**src/rtl/tsm_pkg.sv**
```systemverilog
package tsm_pkg;
// Overview of operation
// - Stay silent for a five second start-up interval after reset.
// - Stop mode: send one model and version banner, then nothing unsolicited.
// - Run mode: send measurement messages at once, no host command needed.
// - Polled mode: send nothing after start-up until properly addressed.
// - Modbus mode: send nothing after start-up on its own.
// - Both ends run the line at 19200 baud by default; tsm_host_model instead defaults to DIV 8 clocks per bit.
// - Frames carry 8 data bits, no parity, 1 stop bit.
// - Each device on a shared line has a unique address 0 to 255.
// - Polled mode still answers the double question mark request.

   localparam int unsigned CLK_HZ      = 40_000_000;
   localparam int unsigned STARTUP_S   = 5;
   localparam int unsigned STARTUP_CYC = STARTUP_S * CLK_HZ;
   localparam int unsigned BAUD        = 19200;
   localparam int unsigned BAUD_DIV    = CLK_HZ / BAUD;
   localparam int unsigned DATA_BITS   = 8;
   localparam int unsigned FRAME_BITS  = DATA_BITS + 2;
   localparam int unsigned CNT_W       = 16;

   localparam int unsigned ADDR_W   = 5;
   localparam logic [4:0]  OFS_CTRL = 5'h00;
   localparam logic [4:0]  OFS_STAT = 5'h04;
   localparam logic [4:0]  OFS_TXD  = 5'h08;
   localparam logic [4:0]  OFS_RXD  = 5'h0c;
   localparam logic [1:0]  RESP_OKAY   = 2'h0;
   localparam logic [1:0]  RESP_SLVERR = 2'h2;
   localparam int unsigned STAT_INFO   = 4;

   localparam logic [1:0] MODE_STOP   = 2'h0;
   localparam logic [1:0] MODE_RUN    = 2'h1;
   localparam logic [1:0] MODE_POLL   = 2'h2;
   localparam logic [1:0] MODE_MODBUS = 2'h3;
   localparam logic [7:0] QMARK       = 8'h3f;

   // Banner text is an arbitrary neutral value
   localparam int unsigned BANNER_LEN = 12;
   localparam logic [8*BANNER_LEN-1:0] BANNER = "XMTR 1.0.0\r\n";
   localparam logic [3:0] BAN_LAST = 4'(BANNER_LEN - 1);

   typedef struct packed {
      logic [7:0] addr;
      logic       open;
      logic [1:0] mode;
   } tsm_ctrl_t;
   localparam tsm_ctrl_t CTRL_RST = '{addr: 8'h00, open: 1'b0,
                                      mode: MODE_STOP};

   typedef struct packed {
      logic [1:0] mode;
      logic       rx_seen;
      logic       banner_done;
      logic       info_req;
      logic       rx_valid;
      logic       tx_full;
      logic       tx_busy;
      logic       started;
   } tsm_stat_t;

   typedef enum logic [1:0] {PH_WAIT, PH_BANNER, PH_RUN} tsm_phase_t;

   function automatic logic [7:0] tsm_banner_byte(input logic [3:0] i);
      return BANNER[8*(BANNER_LEN-1-32'(i)) +: 8];
   endfunction : tsm_banner_byte

   function automatic logic tsm_mapped(input logic [ADDR_W-1:0] a);
      return a == OFS_CTRL || a == OFS_STAT || a == OFS_TXD ||
             a == OFS_RXD;
   endfunction : tsm_mapped
endpackage : tsm_pkg

```
**src/rtl/tsm_uart.sv**
```systemverilog
`timescale 1ns/10ps
module tsm_uart import tsm_pkg::*; #(
   parameter int unsigned DIV = BAUD_DIV
) (
   input  wire logic                 aclk,
   input  wire logic                 aresetn,
   input  wire logic                 tx_start,
   input  wire logic [DATA_BITS-1:0] tx_data,
   output logic                      tx_o,
   output logic                      de_o,
   input  wire logic                 rx_i,
   output logic                      rx_valid,
   output logic [DATA_BITS-1:0]      rx_byte
);
   localparam logic [CNT_W-1:0] DIV_M1 = CNT_W'(DIV - 1);
   localparam logic [CNT_W-1:0] HALF   = CNT_W'(DIV / 2);
   localparam logic [3:0]       LAST   = 4'(FRAME_BITS - 1);

   logic [DATA_BITS:0]   sh_q;
   logic [3:0]           bit_q;
   logic [CNT_W-1:0]     bc_q;
   logic                 ract_q;
   logic [3:0]           rbit_q;
   logic [CNT_W-1:0]     rbc_q;
   logic [DATA_BITS-1:0] rsh_q;

   ////////////////////////////////////////////////////////////////////////
   // Transmit, 8N1; de_o doubles as the busy flag
   always_ff @(posedge aclk) begin
      if (!aresetn) begin
         de_o  <= 1'b0;
         tx_o  <= 1'b1;
         sh_q  <= '0;
         bit_q <= '0;
         bc_q  <= '0;
      end else if (!de_o) begin
         if (tx_start) begin
            de_o  <= 1'b1;
            tx_o  <= 1'b0;
            sh_q  <= {1'b1, tx_data};
            bit_q <= '0;
            bc_q  <= '0;
         end
      end else if (bc_q == DIV_M1) begin
         bc_q <= '0;
         if (bit_q == LAST) begin
            de_o <= 1'b0;
            tx_o <= 1'b1;
         end else begin
            tx_o  <= sh_q[0];
            sh_q  <= {1'b1, sh_q[DATA_BITS:1]};
            bit_q <= bit_q + 4'h1;
         end
      end else begin
         bc_q <= bc_q + 16'h0001;
      end
   end

   ////////////////////////////////////////////////////////////////////////
   // Receive, sampled mid-bit; a false start bit is dropped
   always_ff @(posedge aclk) begin
      if (!aresetn) begin
         ract_q   <= 1'b0;
         rbit_q   <= '0;
         rbc_q    <= '0;
         rsh_q    <= '0;
         rx_valid <= 1'b0;
         rx_byte  <= '0;
      end else begin
         rx_valid <= 1'b0;
         if (!ract_q) begin
            if (!rx_i) begin
               ract_q <= 1'b1;
               rbc_q  <= HALF;
               rbit_q <= '0;
            end
         end else if (rbc_q != '0) begin
            rbc_q <= rbc_q - 16'h0001;
         end else begin
            rbc_q  <= DIV_M1;
            rbit_q <= rbit_q + 4'h1;
            if (rbit_q == '0) begin
               if (rx_i) ract_q <= 1'b0;
            end else if (rbit_q == LAST) begin
               ract_q <= 1'b0;
               if (rx_i) begin
                  rx_valid <= 1'b1;
                  rx_byte  <= rsh_q;
               end
            end else begin
               rsh_q <= {rx_i, rsh_q[DATA_BITS-1:1]};
            end
         end
      end
   end
endmodule : tsm_uart

```
**src/rtl/tsm_top.sv**
```systemverilog
`timescale 1ns/10ps
module tsm_top import tsm_pkg::*; #(
   parameter int unsigned STARTUP_CYCLES = STARTUP_CYC,
   parameter int unsigned DIV            = BAUD_DIV
) (
   input  wire logic              aclk,
   input  wire logic              aresetn,
   input  wire logic [ADDR_W-1:0] awaddr,
   input  wire logic              awvalid,
   output logic                   awready,
   input  wire logic [31:0]       wdata,
   input  wire logic [3:0]        wstrb,
   input  wire logic              wvalid,
   output logic                   wready,
   output logic [1:0]             bresp,
   output logic                   bvalid,
   input  wire logic              bready,
   input  wire logic [ADDR_W-1:0] araddr,
   input  wire logic              arvalid,
   output logic                   arready,
   output logic [31:0]            rdata,
   output logic [1:0]             rresp,
   output logic                   rvalid,
   input  wire logic              rready,
   output logic                   tx_o,
   output logic                   de_o,
   input  wire logic              rx_i
);
   localparam int unsigned FRAME_CYC = FRAME_BITS * DIV;

   logic [31:0]       boot_cnt_q;
   tsm_phase_t        ph_q;
   logic [3:0]        ban_idx_q;
   logic              bandone_q;
   logic [1:0]        mode_q;
   tsm_ctrl_t         ctrl_q;
   logic              txfull_q;
   logic [7:0]        txbyte_q;
   logic              rxv_q;
   logic [7:0]        rxd_q;
   logic              rxseen_q;
   logic              qm_q;
   logic              info_q;
   logic              aw_held_q, w_held_q;
   logic [ADDR_W-1:0] awaddr_q;
   logic [31:0]       wdata_q;
   logic [3:0]        wstrb_q;
   logic              aw_hold_d, w_hold_d, rvalid_d;
   logic              wr_go, ar_take, ban_go, sw_go, sw_ok;
   logic              tx_start, rx_pulse, info_set;
   logic [7:0]        tx_data, rx_byte;
   tsm_stat_t         stat;
   logic [31:0]       de_len_q;

   tsm_uart #(.DIV(DIV)) u_uart (
      .aclk     (aclk),
      .aresetn  (aresetn),
      .tx_start (tx_start),
      .tx_data  (tx_data),
      .tx_o     (tx_o),
      .de_o     (de_o),
      .rx_i     (rx_i),
      .rx_valid (rx_pulse),
      .rx_byte  (rx_byte)
   );

   ////////////////////////////////////////////////////////////////////////
   // Start-up timing and mode latch
   always_ff @(posedge aclk) begin
      if (!aresetn) begin
         boot_cnt_q <= '0;
         ph_q       <= PH_WAIT;
         mode_q     <= MODE_STOP;
         ban_idx_q  <= '0;
         bandone_q  <= 1'b0;
      end else begin
         unique case (ph_q)
            PH_WAIT: begin
               boot_cnt_q <= boot_cnt_q + 32'h1;
               if (boot_cnt_q == STARTUP_CYCLES - 1) begin
                  // Mode changes after this point wait for a reset
                  mode_q <= ctrl_q.mode;
                  ph_q   <= (ctrl_q.mode == MODE_STOP) ? PH_BANNER
                                                       : PH_RUN;
               end
            end
            PH_BANNER: if (ban_go) begin
               ban_idx_q <= ban_idx_q + 4'h1;
               if (ban_idx_q == BAN_LAST) begin
                  bandone_q <= 1'b1;
                  ph_q      <= PH_RUN;
               end
            end
            PH_RUN: ;
         endcase
      end
   end

   ////////////////////////////////////////////////////////////////////////
   // Transmit gating per mode
   always_comb begin
      unique case (mode_q)
         MODE_RUN:  sw_ok = 1'b1;
         MODE_POLL: sw_ok = ctrl_q.open | info_q;
         default:   sw_ok = rxseen_q;
      endcase
   end
   assign ban_go   = (ph_q == PH_BANNER) && !de_o;
   assign sw_go    = (ph_q == PH_RUN) && txfull_q && sw_ok && !de_o;
   assign tx_start = ban_go | sw_go;
   assign tx_data  = ban_go ? tsm_banner_byte(ban_idx_q) : txbyte_q;
   assign info_set = rx_pulse && rx_byte == QMARK && qm_q &&
                     mode_q == MODE_POLL && ph_q != PH_WAIT;

   ////////////////////////////////////////////////////////////////////////
   // AXI4-Lite handshakes, one write and one read in flight
   assign wr_go     = aw_held_q && w_held_q && !bvalid;
   assign ar_take   = arvalid && arready;
   assign aw_hold_d = (aw_held_q && !wr_go) || (awvalid && awready);
   assign w_hold_d  = (w_held_q && !wr_go) || (wvalid && wready);
   assign rvalid_d  = ar_take || (rvalid && !rready);

   always_ff @(posedge aclk) begin
      if (!aresetn) begin
         aw_held_q <= 1'b0;
         w_held_q  <= 1'b0;
         awready   <= 1'b0;
         wready    <= 1'b0;
         awaddr_q  <= '0;
         wdata_q   <= '0;
         wstrb_q   <= '0;
         bvalid    <= 1'b0;
         bresp     <= RESP_OKAY;
      end else begin
         aw_held_q <= aw_hold_d;
         w_held_q  <= w_hold_d;
         awready   <= !aw_hold_d;
         wready    <= !w_hold_d;
         if (awvalid && awready) awaddr_q <= awaddr;
         if (wvalid && wready) begin
            wdata_q <= wdata;
            wstrb_q <= wstrb;
         end
         if (wr_go) begin
            bvalid <= 1'b1;
            bresp  <= tsm_mapped(awaddr_q) ? RESP_OKAY : RESP_SLVERR;
         end else if (bready) begin
            bvalid <= 1'b0;
         end
      end
   end

   assign stat = '{mode: mode_q, rx_seen: rxseen_q,
                   banner_done: bandone_q, info_req: info_q,
                   rx_valid: rxv_q, tx_full: txfull_q, tx_busy: de_o,
                   started: ph_q != PH_WAIT};

   always_ff @(posedge aclk) begin
      if (!aresetn) begin
         arready <= 1'b0;
         rvalid  <= 1'b0;
         rdata   <= '0;
         rresp   <= RESP_OKAY;
      end else begin
         arready <= !rvalid_d;
         rvalid  <= rvalid_d;
         if (ar_take) begin
            rresp <= tsm_mapped(araddr) ? RESP_OKAY : RESP_SLVERR;
            unique case (araddr)
               OFS_CTRL: rdata <= 32'(ctrl_q);
               OFS_STAT: rdata <= 32'(stat);
               OFS_TXD:  rdata <= 32'(txbyte_q);
               OFS_RXD:  rdata <= 32'(rxd_q);
               default:  rdata <= '0;
            endcase
         end
      end
   end

   ////////////////////////////////////////////////////////////////////////
   // Register effects
   always_ff @(posedge aclk) begin
      if (!aresetn) begin
         ctrl_q <= CTRL_RST;
      end else if (wr_go && awaddr_q == OFS_CTRL) begin
         if (wstrb_q[0]) begin
            ctrl_q.mode <= wdata_q[1:0];
            ctrl_q.open <= wdata_q[2];
            ctrl_q.addr[4:0] <= wdata_q[7:3];
         end
         if (wstrb_q[1]) ctrl_q.addr[7:5] <= wdata_q[10:8];
      end
   end

   // A byte written while one is pending is dropped
   always_ff @(posedge aclk) begin
      if (!aresetn) begin
         txfull_q <= 1'b0;
         txbyte_q <= '0;
      end else if (sw_go) begin
         txfull_q <= 1'b0;
      end else if (wr_go && awaddr_q == OFS_TXD && wstrb_q[0] &&
                   !txfull_q) begin
         txfull_q <= 1'b1;
         txbyte_q <= wdata_q[7:0];
      end
   end

   // Hardware set wins over software clear
   always_ff @(posedge aclk) begin
      if (!aresetn) begin
         rxv_q    <= 1'b0;
         rxd_q    <= '0;
         rxseen_q <= 1'b0;
         qm_q     <= 1'b0;
         info_q   <= 1'b0;
      end else begin
         if (rx_pulse) begin
            rxv_q    <= 1'b1;
            rxd_q    <= rx_byte;
            rxseen_q <= ph_q != PH_WAIT;
            qm_q     <= rx_byte == QMARK;
         end else if (ar_take && araddr == OFS_RXD) begin
            rxv_q <= 1'b0;
         end
         if (info_set) begin
            info_q <= 1'b1;
         end else if (wr_go && awaddr_q == OFS_STAT && wstrb_q[0] &&
                      wdata_q[STAT_INFO]) begin
            info_q <= 1'b0;
         end
      end
   end

   ////////////////////////////////////////////////////////////////////////
   // Checks
   always_ff @(posedge aclk) begin
      if (!aresetn) de_len_q <= '0;
      else          de_len_q <= de_o ? de_len_q + 32'h1 : '0;
   end
endmodule : tsm_top

```
**config.mk**
```make
export PLATFORM = sky130hd
export DESIGN_NAME = tsm_top
export DESIGN_NICKNAME = d
export VERILOG_FILES = /design/src/rtl/tsm_pkg.sv /design/src/rtl/tsm_uart.sv /design/src/rtl/tsm_top.sv
export SDC_FILE = /design/constraint.sdc
export NUM_CORES = 1
export LEC_CHECK = 0
export BUFFER_PORTS_ARGS = -buffer_cell sky130_fd_sc_hd__buf_2
export CORE_MARGIN = 5
export CORE_UTILIZATION = 45
export CTS_BUF_LIST = sky130_fd_sc_hd__clkbuf_8
export DETAILED_ROUTE_END_ITERATION = 8
export PLACE_DENSITY = 0.67
export SYNTH_ARGS = -nofsm -noshare
export SYNTH_HDL_FRONTEND = slang
export SYNTH_SLANG_ARGS = --single-unit
```
**constraint.sdc**
```tcl
create_clock -name aclk -period 3.6 [get_ports aclk]
set_input_delay 0.18 -clock aclk [delete_from_list [all_inputs] [get_ports aclk]]
set_output_delay 0.18 -clock aclk [all_outputs]
set_load 0.03 [all_outputs]
```
==> metrics.yaml <==
clock_network:
  cts_buffer_depth: 2
  cts_max_level: 4
  clk_latency_ps: 470
  cts_root_buf: "clkbuf_8"
  clk_pin_slew_ps: 110
  tritoncts.num_buffers: 17
  tritoncts: "done"
  cts_sinks: 180
logic_synthesis:
  synthAdderAreaFrac_pct: 2.10
  yosys.area.top_type: "dfxtp_1"
  synth-simple-area-share_pct: 24.6
  synth_xor_area_share_pct: 3.15
  ys_seq_area_share_pct: 43.2
  synthCells: 978
  async_flop_share_pct: 0
  syn_area_um2: 8330
  synth_compound_area_share_pct: 15.2
  yosys-top-cells-area: "dfxtp_1, nor2_1, nand2_1"
  synth-edff-count: 0
  synthMuxAreaShare_pct: 6.16
  yosysUniqueCellTypes: 71
  synth_top_family_by_area: "simple AND/OR/NAND/NOR gates"
  ys_ff_latch: 180
  synth.top_cell.area_share_pct: 43.2
  avgSynthCellArea_um2: 8.52
  ys.flop_type: "dfxtp_1"
  synth_warnings: 0
global_route:
  grt_pass1_vias: 6223
  grt_overflow: 0
  grt_first_pass_wirelength_um: 31500
  grt_max_degree: 119
  grt_usage_pct: 17.6
  antenna_found_initial: 0
power:
  power.total_w: 0.00397
  p_per_area_nw_per_um2: 427
  p_leak_nw: 3.46
  vdd.ir_drop.worst_mv: 0.235
floorplanning:
  die_h_um: 146
  die_w_um: 146
  num_io_pins: 97
  row_count: 49
  core-area_um2: 18100
  start_util_pct: 46.1
  die-area_um2: 21300
route:
  wl_um: 18900
  drtIter0Drc: 545
  remaining_drc_errors: 0
  vias: 6986
  first_pass_iters: 5
  ant_nets: 0
  wl_per_cell_um: 14.9
  vias_per_cell: 5.51
timing:
  drv_slew: 0
  relSlewSlack_pct: 41.1
  fin_crit_sh_pct: 73.3
  setup_tns_ps: 0
  hold_violations: 0
  worst_pin_slew_ps: 877
  fin_crit_ps: 2640
  finalClockSkew_ps: 16.3
  fmax_mhz: 379
  setup_viol: 0
  rsz0062_at_grt: "no"
final_layout:
  final_cell_area_um2: 9290
  fillers: 1717
  n_antenna_cell: 0
  fin_nets: 1093
  drive_above_1_share_pct: 10.6
  syn2layout_area_growth_pct: 11.5
setup_path:
  r2r_cells: 7
  cp.arrival_ps: 3000
  slowest_stage: "nor4_4"
  end_kind: "flip-flop"
  cp_cell_sequence: "inv_1 -> ha_1 -> or3b_4 -> or4_4 -> nor4_4 -> mux2i_1 -> nor2_1"
  worstSetupStartpointType: "flip-flop"
  critical-path-max-stage-delay_ps: 690
  cp_data_required_time_ps: 3960
  criticalPathCategory: "flip-flop to flip-flop"
  critical_path.max_fanout: 9
placed_design:
  portBuffers: 50
  dpl_cell_area_um2: 8650
  gp_congestion: 0.791
  place.detailed.hpwl_um: 12700
job:
  cap_violations: 0
min_path:
  worstHoldPathType: "primary input to flip-flop"
  whs_path_depth: 3
outcome:
  outcome: "finished, final reports clean"
-- cells by family after synthesis --
logic type               after synthesis
AND/OR/NAND/NOR                      410
AO/OA/AOI/OAI                        196
flip-flops                           180
buffers and inverters                 99
multiplexers                          48
XOR/XNOR                              30
adder cells (fa/ha/maj)               14
other                                  1
-- final timing paths --
check                   from                 to  slack (ps)
max          u_uart.rbc_q[0]  u_uart.rx_byte[1]         960
min                  awvalid        awaddr_q[2]          30
max reg2reg  u_uart.rbc_q[0]  u_uart.rx_byte[1]         960
min reg2reg   u_uart.sh_q[0]     u_uart.sh_q[0]         460
-- layout make-up --
type | count | area [µm²] | area share, %
multi-input cells | 721 | 4350 | 46.8
well taps | 229 | 287 | 3.08
inverters | 25 | 96.3 | 1.04
clock buffers | 18 | 248 | 2.67
repair buffers | 80 | 546 | 5.87
flip-flops and latches | 180 | 3600 | 38.8
clock inverters | 14 | 163 | 1.75
-- cell usage after synthesis, drive strengths merged (3+ instances only) --
cell / number
and2: 11
xor2: 8
and4: 5
and3: 6
o2111ai: 3
nor4: 15
nand4b: 3
or2: 3
nand2b: 9
ha: 14
a211oi: 4
o21ai: 33
nor2: 115
mux2i: 40
o21a: 4
a22o: 7
nand4: 14
a221o: 3
or3: 15
or4: 9
a22oi: 7
nand2: 107
o211a: 5
nand3b: 3
a31oi: 14
o211ai: 7
a21oi: 71
inv: 25
nor4b: 5
nor3b: 8
nand3: 39
dfxtp: 180
a311oi: 9
clkbuf: 46
nor3: 30
nor2b: 6
a21o: 3
buf: 28
o31ai: 8
mux2: 6
xnor2: 22
-- flip-flops by register name (all words and copies together), names as in the netlist, 2 cells and up --
signal          cells
boot_cnt_q         32
ctrl_q             11
mode_q              2
ban_idx_q           4
u_uart.sh_q         9
rxd_q               8
rdata              11
u_uart.bc_q        16
wstrb_q             2
u_uart.rbit_q       4
ph_q                2
txbyte_q            8
awaddr_q            5
wdata_q            11
u_uart.bit_q        4
u_uart.rx_byte      8
u_uart.rsh_q        8
u_uart.rbc_q       16
-- power by group --
group / leakage [nW] / total (W) / switching, W / internal [W]
Combinational: 1.80 / 0.000462 / 0.000307 / 0.000155
Clock: 0.205 / 0.00141 / 0.000807 / 0.000600
Sequential: 1.46 / 0.00210 / 0.0000560 / 0.00204
-- metal layers --
metal	wire (µm)	part of all wire, %	global-route usage, %	up-vias
met5	0	0	0	-
met4	217	1.1	4.94	0
met3	775	4.1	3.13	19
met2	8150	43	26.2	143
met1	9760	52	26.2	3292
li1	-	-	-	3532
-- through the flow --
stage               std cells  worst slack [ps]  util, %  hold WS [ps]
floorplan                1000              1180        -           310
global placement         1212              1040     47.8           424
detailed placement       1212               990     47.8           429
CTS                      1267               965     51.4          1.03
global route             1267               762     51.4          11.0
finish                   1267               962     51.4          28.0
-- cell usage in the layout, fill, tap and decap left out, drive strengths merged, types with 30 or more instances in the layout --
master,instances
dfxtp,180
nor2,115
nand2,107
a21oi,71
buf,57
mux2i,40
nand3,39
o21ai,33
inv,32
nor3,30
-- worst max-delay path, delay by kind of cell, from the launching register on --
kind	cells	cell delay, ps
mux	1	270
fa+ha+maj	1	170
flops	1	350
simple gates	4	1660
buf+inv	1	70
-- timing repair --
item / CTS / global route
resized for setup: 0 / 0
setup buffers: 0 / 0
hold buffers: 23 / 0
endpoints found under the hold margin: 20 / 0
No activity file was read; power rests on OpenSTA's default activity.
